### src/shared/fsc_pkg.sv
// Constants, types and the register map of the flash security and clock ratio block.
package fsc_pkg;

  // ---------------------------------------------------------------------------
  // Address map
  // ---------------------------------------------------------------------------
  localparam logic [15:0] A_RATIO  = 16'h1820;
  localparam logic [15:0] A_CFG    = 16'h1821;
  localparam logic [15:0] A_OPT    = 16'h1822;
  localparam logic [15:0] A_PROT   = 16'h1823;
  localparam logic [15:0] A_STAT   = 16'h1824;
  localparam logic [15:0] RAM_LO   = 16'h0080;
  localparam logic [15:0] RAM_HI   = 16'h047f;
  localparam logic [15:0] FLASH_LO = 16'h8000;
  localparam logic [15:0] FLASH_HI = 16'hffff;
  localparam logic [15:0] KEY_LO   = 16'hffb0;
  localparam logic [15:0] KEY_HI   = 16'hffb7;

  // ---------------------------------------------------------------------------
  // Field positions and codes
  // ---------------------------------------------------------------------------
  localparam int          CFG_KEYSEL_BIT     = 5;
  localparam int          OPT_PERMIT_BIT     = 7;
  localparam int          RATIO_LOADED_BIT   = 7;
  localparam int          RATIO_PRESCALE_BIT = 6;
  localparam int          STAT_ERR_BIT       = 4;
  localparam int          STAT_SEC_BIT       = 0;
  localparam logic [1:0]  SEC_OPEN           = 2'b10;
  localparam logic [7:0]  CMD_BLANK          = 8'h05;
  localparam logic [3:0]  KEY_CNT_FULL       = 4'h8;
  localparam logic [2:0]  PRE_LAST           = 3'h7;

  // ---------------------------------------------------------------------------
  // Reset values
  // ---------------------------------------------------------------------------
  localparam logic [7:0]  OPT_RST  = 8'hff;
  localparam logic [7:0]  PROT_RST = 8'hff;

  // ---------------------------------------------------------------------------
  // Timing of the program/erase clock
  // ---------------------------------------------------------------------------
  localparam int CLK_KHZ      = 125000;
  localparam int FCLK_MAX_KHZ = 200;
  localparam int FCLK_MIN_KHZ = 150;
  localparam int PE_CYC_MIN   = (CLK_KHZ + FCLK_MAX_KHZ - 1) / FCLK_MAX_KHZ;
  localparam int PE_CYC_MAX   = CLK_KHZ / FCLK_MIN_KHZ;

  // ---------------------------------------------------------------------------
  // Types
  // ---------------------------------------------------------------------------
  typedef enum logic [1:0] {
    PH_LOAD = 2'b00,
    PH_RUN  = 2'b01
  } fsc_phase_t;

  typedef struct packed {
    fsc_phase_t  st;
    logic [7:0]  opt;
    logic [7:0]  prot;
    logic [63:0] key;
    logic [6:0]  ratio;
    logic        loaded;
    logic        key_sel;
    logic [3:0]  key_cnt;
    logic        key_ok;
    logic        acc_err;
    logic [2:0]  pre;
    logic [5:0]  div;
    logic        tick;
    logic [7:0]  rdata;
    logic        cmd_start;
    logic        mem_we;
    logic [15:0] waddr;
    logic [7:0]  wdata;
    logic        secure;
    logic        dbg_en;
  } fsc_state_t;

  localparam fsc_state_t FSC_RST = '{st: PH_LOAD, opt: OPT_RST, prot: PROT_RST,
                                     secure: 1'b1, key_ok: 1'b1, default: '0};

endpackage : fsc_pkg

### src/core/fsc_top.sv
// Security gate, backdoor key check and program/erase clock ratio of the flash controller.
//
// Decided for this implementation: the placing of the registers and the plain strobed port.
`timescale 1ns/1ns

// Function
// - Insecure-source access to flash or RAM while secure: writes dropped, reads zero.
// - Flash and RAM are secure; registers and debug stay open; secure code unrestricted.
// - Only security code 1:0 is unsecured; the other three codes are secure.
// - Each reset copies the nonvolatile option byte into the working option register.
// - Erased option byte reads 1:1, so the part leaves reset secure.
// - Debug module stays disabled while secure; debug still reaches unsecured resources.
// - Backdoor permit bit 7 at 0 disables the key; only full erase unlocks then.
// - Key writes while key entry is selected are compared, never start commands.
// - Clearing key entry with a matching key sets code 1:0 until reset.
// - Only secure code may enter key bytes; debug key writes never count.
// - Protection register is written only by debug; software writes are ignored.
// - Blank check finding flash erased unlocks the part until the next reset.
// - Ratio bit 7 read-only; bits 6:0 take only the first write after reset.
// - Loaded flag set by first ratio write; program and erase need it set.
// - Prescale bit 6 selects bus clock or bus clock divided by eight.
// - Selected input divided by ratio bits 5:0 plus one gives program/erase clock.
// - Each timing pulse lasts one bus clock cycle and comes once per program/erase clock period.
// - Unlocking changes only working copies, never nonvolatile protection, security or key.
// - Flash write before ratio is loaded sets access error and starts nothing.
// - With key entry clear, key range writes start a program or erase command.
// - The unlocking blank check is command code 0x05.
module fsc_top
  import fsc_pkg::*;
(
  // Clock and reset
  input  wire logic        CLK_I,
  input  wire logic        RST_I,
  // Bus access
  input  wire logic [15:0] ADDR_I,
  input  wire logic [7:0]  WDATA_I,
  input  wire logic        WR_I,
  input  wire logic        RD_I,
  input  wire logic        DBG_I,
  input  wire logic        SECURE_FETCH_I,
  output logic      [7:0]  RDATA_O,
  // Memory array side
  input  wire logic [7:0]  MEM_RDATA_I,
  output logic             MEM_WE_O,
  output logic             CMD_START_O,
  output logic      [15:0] WADDR_O,
  output logic      [7:0]  WDATA_O,
  // Nonvolatile copies
  input  wire logic [7:0]  NONVOLATILE_OPTION_BYTE_I,
  input  wire logic [7:0]  NVPROT_I,
  input  wire logic [63:0] NVKEY_I,
  // Command sequencer
  input  wire logic        DONE_I,
  input  wire logic [7:0]  DONE_CMD_I,
  input  wire logic        ERASED_I,
  output logic             ACC_ERR_O,
  output logic             PE_EN_O,
  output logic             PE_TICK_O,
  output logic      [7:0]  PROT_O,
  // Security and debug
  input  wire logic        DBG_MOD_REQ_I,
  output logic             DBG_MOD_EN_O,
  output logic             SECURE_O
);

  // ---------------------------------------------------------------------------
  // Address decode
  // ---------------------------------------------------------------------------
  function automatic logic in_flash(input logic [15:0] a);
    in_flash = (a >= FLASH_LO) && (a <= FLASH_HI);
  endfunction : in_flash

  function automatic logic in_ram(input logic [15:0] a);
    in_ram = (a >= RAM_LO) && (a <= RAM_HI);
  endfunction : in_ram

  function automatic logic in_key(input logic [15:0] a);
    in_key = (a >= KEY_LO) && (a <= KEY_HI);
  endfunction : in_key

  // Byte 0 of the key vector is the lowest key location.
  function automatic logic [7:0] key_byte(input logic [63:0] k, input logic [2:0] i);
    key_byte = k[{i, 3'h0} +: 8];
  endfunction : key_byte

  fsc_state_t state_r;
  fsc_state_t state_nxt;

  logic insecure_src;
  logic secure_mem;
  logic blocked;
  logic key_hit;
  logic run_wr;
  logic flash_wr;
  logic err_set;
  logic err_clr;
  logic blank_ok;
  logic key_close;

  assign insecure_src = DBG_I | ~SECURE_FETCH_I;
  assign secure_mem   = in_flash(ADDR_I) | in_ram(ADDR_I);
  assign blocked      = state_r.secure & insecure_src & secure_mem;
  assign key_hit      = in_key(ADDR_I) & state_r.key_sel;
  assign run_wr       = WR_I & (state_r.st == PH_RUN);
  assign flash_wr     = run_wr & in_flash(ADDR_I) & ~blocked & ~key_hit;
  assign err_set      = flash_wr & ~state_r.loaded;
  assign err_clr      = run_wr & (ADDR_I == A_STAT) & WDATA_I[STAT_ERR_BIT];
  assign blank_ok     = DONE_I & (DONE_CMD_I == CMD_BLANK) & ERASED_I;
  assign key_close    = run_wr & (ADDR_I == A_CFG) & state_r.key_sel
                        & ~WDATA_I[CFG_KEYSEL_BIT];

  // ---------------------------------------------------------------------------
  // Next state
  // ---------------------------------------------------------------------------
  always_comb begin
    state_nxt           = state_r;
    state_nxt.rdata     = 8'h00;
    state_nxt.cmd_start = 1'b0;
    state_nxt.mem_we    = 1'b0;
    state_nxt.tick      = 1'b0;
    unique case (state_r.st)
      PH_LOAD: begin
        // Option, protection and key are taken one cycle after reset release,
        // which keeps the asynchronous reset path free of port values.
        state_nxt.opt  = NONVOLATILE_OPTION_BYTE_I;
        state_nxt.prot = NVPROT_I;
        state_nxt.key  = NVKEY_I;
        state_nxt.st   = PH_RUN;
      end
      PH_RUN: begin
        if (RD_I) begin
          if (secure_mem) begin
            state_nxt.rdata = blocked ? 8'h00 : MEM_RDATA_I;
          end else begin
            case (ADDR_I)
              A_RATIO: state_nxt.rdata = {state_r.loaded, state_r.ratio};
              A_CFG:   state_nxt.rdata = {2'b00, state_r.key_sel, 5'b00000};
              A_OPT:   state_nxt.rdata = state_r.opt;
              A_PROT:  state_nxt.rdata = state_r.prot;
              A_STAT:  state_nxt.rdata = {3'b000, state_r.acc_err, 3'b000, state_r.secure};
              default: state_nxt.rdata = 8'h00;
            endcase
          end
        end
        if (WR_I) begin
          if (ADDR_I == A_RATIO) begin
            if (!state_r.loaded) begin
              state_nxt.ratio  = WDATA_I[6:0];
              state_nxt.loaded = 1'b1;
            end
          end
          if (ADDR_I == A_CFG) begin
            state_nxt.key_sel = WDATA_I[CFG_KEYSEL_BIT];
            // Only the working code changes; the nonvolatile copy stays intact.
            if (key_close && state_r.key_cnt == KEY_CNT_FULL && state_r.key_ok
                && state_r.opt[OPT_PERMIT_BIT]) begin
              state_nxt.opt[1:0] = SEC_OPEN;
            end
            if (state_r.key_sel != WDATA_I[CFG_KEYSEL_BIT]) begin
              state_nxt.key_cnt = 4'h0;
              state_nxt.key_ok  = 1'b1;
            end
          end
          if (ADDR_I == A_PROT && DBG_I) begin
            state_nxt.prot = WDATA_I;
          end
          if (in_flash(ADDR_I) && !blocked) begin
            if (key_hit) begin
              // Key writes are compared only; a debug write is dropped here.
              if (!insecure_src) begin
                if (state_r.key_cnt == {1'b0, ADDR_I[2:0]}) begin
                  state_nxt.key_ok  = state_r.key_ok
                                      & (WDATA_I == key_byte(state_r.key, ADDR_I[2:0]));
                  state_nxt.key_cnt = state_r.key_cnt + 4'h1;
                end else begin
                  state_nxt.key_ok = 1'b0;
                end
              end
            end else if (state_r.loaded) begin
              state_nxt.cmd_start = 1'b1;
              state_nxt.waddr     = ADDR_I;
              state_nxt.wdata     = WDATA_I;
            end
          end
          if (in_ram(ADDR_I) && !blocked) begin
            state_nxt.mem_we = 1'b1;
            state_nxt.waddr  = ADDR_I;
            state_nxt.wdata  = WDATA_I;
          end
        end
        if (blank_ok) begin
          state_nxt.opt[1:0] = SEC_OPEN;
        end
        // An error raised in the cycle of its clear survives the clear.
        state_nxt.acc_err = (state_r.acc_err & ~err_clr) | err_set;
        if (state_r.loaded) begin
          state_nxt.pre = state_r.pre + 3'h1;
          if (!state_r.ratio[RATIO_PRESCALE_BIT] || state_r.pre == PRE_LAST) begin
            if (state_r.div == state_r.ratio[5:0]) begin
              state_nxt.div  = 6'h00;
              state_nxt.tick = 1'b1;
            end else begin
              state_nxt.div = state_r.div + 6'h01;
            end
          end
        end
      end
    endcase
    state_nxt.secure = state_nxt.opt[1:0] != SEC_OPEN;
    state_nxt.dbg_en = DBG_MOD_REQ_I & ~state_nxt.secure;
  end

  // ---------------------------------------------------------------------------
  // State register
  // ---------------------------------------------------------------------------
  always_ff @(posedge CLK_I or posedge RST_I) begin
    if (RST_I) begin
      state_r <= FSC_RST;
    end else begin
      state_r <= state_nxt;
    end
  end

  assign RDATA_O      = state_r.rdata;
  assign MEM_WE_O     = state_r.mem_we;
  assign CMD_START_O  = state_r.cmd_start;
  assign WADDR_O      = state_r.waddr;
  assign WDATA_O      = state_r.wdata;
  assign ACC_ERR_O    = state_r.acc_err;
  assign PE_EN_O      = state_r.loaded;
  assign PE_TICK_O    = state_r.tick;
  assign PROT_O       = state_r.prot;
  assign DBG_MOD_EN_O = state_r.dbg_en;
  assign SECURE_O     = state_r.secure;
endmodule : fsc_top

### config.mk
export PLATFORM = sky130hd
export DESIGN_NAME = fsc_top
export DESIGN_NICKNAME = d
export VERILOG_FILES = /design/src/shared/fsc_pkg.sv /design/src/core/fsc_top.sv
export SDC_FILE = /design/constraint.sdc
export NUM_CORES = 1
export LEC_CHECK = 0
export BUFFER_PORTS_ARGS = -buffer_cell sky130_fd_sc_hd__buf_2
export CORE_ASPECT_RATIO = 0.7
export CORE_MARGIN = 2
export CORE_UTILIZATION = 45
export DETAILED_ROUTE_END_ITERATION = 12
export PLACE_DENSITY_LB_ADDON = 0.25
export SLEW_MARGIN = 20
export SYNTH_ARGS = -nofsm -noshare
export SYNTH_HDL_FRONTEND = slang
export SYNTH_SLANG_ARGS = --single-unit
### constraint.sdc
create_clock -name CLK_I -period 4.7 [get_ports CLK_I]
set_input_delay 0.47 -clock CLK_I [delete_from_list [all_inputs] [get_ports CLK_I]]
set_output_delay 0.47 -clock CLK_I [all_outputs]
set_load 0.05 [all_outputs]
==> out/qor.yml <==
fin_crit_ns: 2.57
grt_use_total: 0.219
vias: 4908
finClkSkew_ns: 0.00799
critPathSlowestCell: "nand2_1"
grt-ovfl-total: 0
powerDensity_nw_per_um2: 372
firstDrtPassIters: 4
synth_cell_types: 63
cts-root-buf: "clkbuf_16"
status: "completed"
multi_input_area_sq_um: 3000
p_comb_frac: 0.138
postCtsSetupBuffers: 0
internal-power_uw: 2320
top_level_ports: 176
setup_viol: 0
grt_pass1_vias: 5027
vias_per_cell: 5.33
portBuffers: 175
timing.rr.end: "WDATA_O[4]"
wl_per_cell_microns: 19.1
synth-seq-area-share: 0.506
cp_top_family: "simple AND/OR/NAND/NOR gates"
synth_edf_count: 0
arrival_ns: 2.87
synthTopCellsByCount: "dfrtp_1, mux2_2, buf_4"
p_sw_uw: 792
drv_cap: 0
clkPwrFrac: 0.423
hold_class: "in2async"
syn-cell-area_sq_um: 7070
cts_hold_buf: 0
clockBufferDepth: 2
fin_crit_sh: 0.548
swShare: 0.255
synth_flop_cell: "dfrtp_1"
synth_top_area_share: 0.439
slew_violations: 0
synth.most_common_cell: "dfrtp_1"
max_stage_delay_ns: 0.59
yosys_warnings: 0
timing.slew.headroom: 0.334
critPathBufInv: 0
seqPwrFrac: 0.440
worstSkewPairLatency_ns: 0.42
synthesis.nets: 709
gp_congestion: 0.833
grt_pass1_wl_mm: 27.7
synth_area_leaders: "dfrtp_1, mux2_2, dfstp_2"
reg2reg_depth: 6
drc: 0
die_h_microns: 109
ys_async_sr_fraction: 1.00
timing.setup.tns_ns: 0
clkSlewWorstSetupHoldPaths_ns: 0.05
yosys.area.top_type: "dfrtp_1"
fin_hold_ws_ns: 0.253
cts_max_level: 4
grt_antenna_before_repair: 0
layout.nets: 841
criticalPathCategory: "reg2reg"
power_leakage_uw: 0.00395
numCtsBuffers: 17
ir_worst_vdd_mv: 0.216
initial_core_util: 0.459
endpoint: "WDATA_O[4]"
cts_tree: "done"
synth-seq-cells: 142
rsz0062_at_grt: "no"
antenna-diode-count: 0
crit_path_frequent_cell: "nand3_1"
final_antenna_net_count: 0
post-route-util: 0.542
regToRegStartpoint: "state_r[52]"
areaGrowthSynthToFinish_pct: 18.2
worstPathMaxFanout: 23
dp_hpwl_mm: 12.7
cp-startpoint: "state_r[52]"
crit_cells: 6
drive_gt1_frac: 0.493
cp-end-kind: "flop"
crit_required_ns: 4.99
fmax_mhz: 389
rows: 38
cts.sinks: 142
syn-mean-instance-area_sq_um: 12.3
dieWidth_microns: 154
regArea_sq_um: 3580
final-hold-violation-count: 0
tightest_slew_ns: 0.999
nFillCells: 1353
wirelength_mm: 17.6
grt_max_degree: 110
post_cts_resized: 0
die_area_sq_um: 16700
core_area_sq_um: 15400
synthCells: 575
drt_iter0_markers: 377
cp-start-kind: "flop"
rrSetupSlack_ns: 2.13
worstPathCellList: "and4_1 > nand3_1 > or2_2 > nand3_1 > nand2_1 > mux2_1"
worst reg2reg max path, delay by kind of cell (launching register included):
kind             cells  cell delay, ns
AND/OR/NAND/NOR      5            1.43
multiplexers         1            0.55
flip-flops           1            0.48
final cells by class:
type	instances	area share
Multi-Input combinational cell	356	0.359
Timing Repair Buffer	178	0.108
Tap cell	200	0.0300
Clock buffer	25	0.0582
Inverter	12	0.00600
Sequential cell	142	0.429
Clock inverter	7	0.0102
power groups by stage:
| stage | registers [uW] | logic, uW | clock network (uW) |
|---|---|---|---|
| after floorplan | 1370 | 317 | 0 |
| after global placement | 1380 | 424 | 0 |
| after detailed placement | 1390 | 432 | 0 |
| after CTS | 1370 | 433 | 1340 |
| after global routing | 1380 | 462 | 1390 |
| final | 1370 | 428 | 1310 |
metrics by stage:
| stage | instance area [sq um] | setup WS, ns | total power [uW] | cells |
|---|---|---|---|---|
| 2_1_floorplan | 7070 | 0.450 | 1690 | 575 |
| 3_3_place_gp | 7770 | 1.78 | 1810 | 888 |
| 3_5_place_dp | 7770 | 1.72 | 1820 | 888 |
| 4_1_cts | 8340 | 2.03 | 3140 | 920 |
| 5_1_grt | 8350 | 1.94 | 3230 | 920 |
| 6_report | 8350 | 2.13 | 3110 | 920 |
cells in the final DEF, fill, tap and decap left out, types with 3 or more instances in the layout:
cell type and count:
nand3_1 15, a31oi_1 3, xor2_1 10, mux2_2 109
dfstp_2 18, mux2_4 3, nand2_1 31, a22oi_1 6
or2_2 3, ha_1 5, inv_1 11, xnor2_1 10
nand4_1 5, clkinv_2 5, o31ai_1 3, mux4_2 3
a21oi_1 22, clkbuf_8 3, buf_2 175, nor2_1 20
mux2i_1 25, a221oi_1 3, clkbuf_1 5, nor2b_1 3
nand2b_1 8, dfrtp_1 123, nor3_1 5, o21ai_0 20
clkbuf_16 17
worst min-delay path by stage:
stage                startpoint      endpoint  slack [ns]  cells past startpoint
floorplan           WADDR_O[15]   WADDR_O[15]        0.45                      2
global placement    WADDR_O[15]   WADDR_O[15]        0.47                      2
detailed placement  WADDR_O[15]   WADDR_O[15]        0.47                      2
CTS                 NVPROT_I[6]     PROT_O[6]        0.26                      3
global route        NVKEY_I[48]  state_r[109]        0.26                      2
finish                    RST_I   state_r[70]        0.25                      2
flip-flops by register name (all words and copies together), names as in the netlist:
signal	count
PE_TICK_O	1
WDATA_O	8
DBG_MOD_EN_O	1
PROT_O	8
state_r	95
CMD_START_O	1
WADDR_O	16
ACC_ERR_O	1
RDATA_O	8
SECURE_O	1
PE_EN_O	1
MEM_WE_O	1
routing by layer:
layer,global-route usage,vias to the layer above,wire length [microns]
li1,-,2280,-
met1,0.307,2436,8370
met2,0.329,175,7680
met3,0.0656,17,1350
met4,0.0682,0,211
met5,0,-,0
cell families (layout without fill, tap and decap cells):
| family | Yosys count | in the layout | synth area share |
|---|---|---|---|
| and+or+nand+nor | 116 | 116 | 0.0935 |
| buffers and inverters | 77 | 222 | 0.0699 |
| DFF | 142 | 142 | 0.506 |
| AOI/OAI and AO/OA | 71 | 71 | 0.0643 |
| muxes | 143 | 143 | 0.232 |
| xor gates and xnor gates | 20 | 20 | 0.0248 |
| other | 1 | 1 | 0.000531 |
| adders and majority gates | 5 | 5 | 0.00885 |
(Power assumes the default switching activity.)
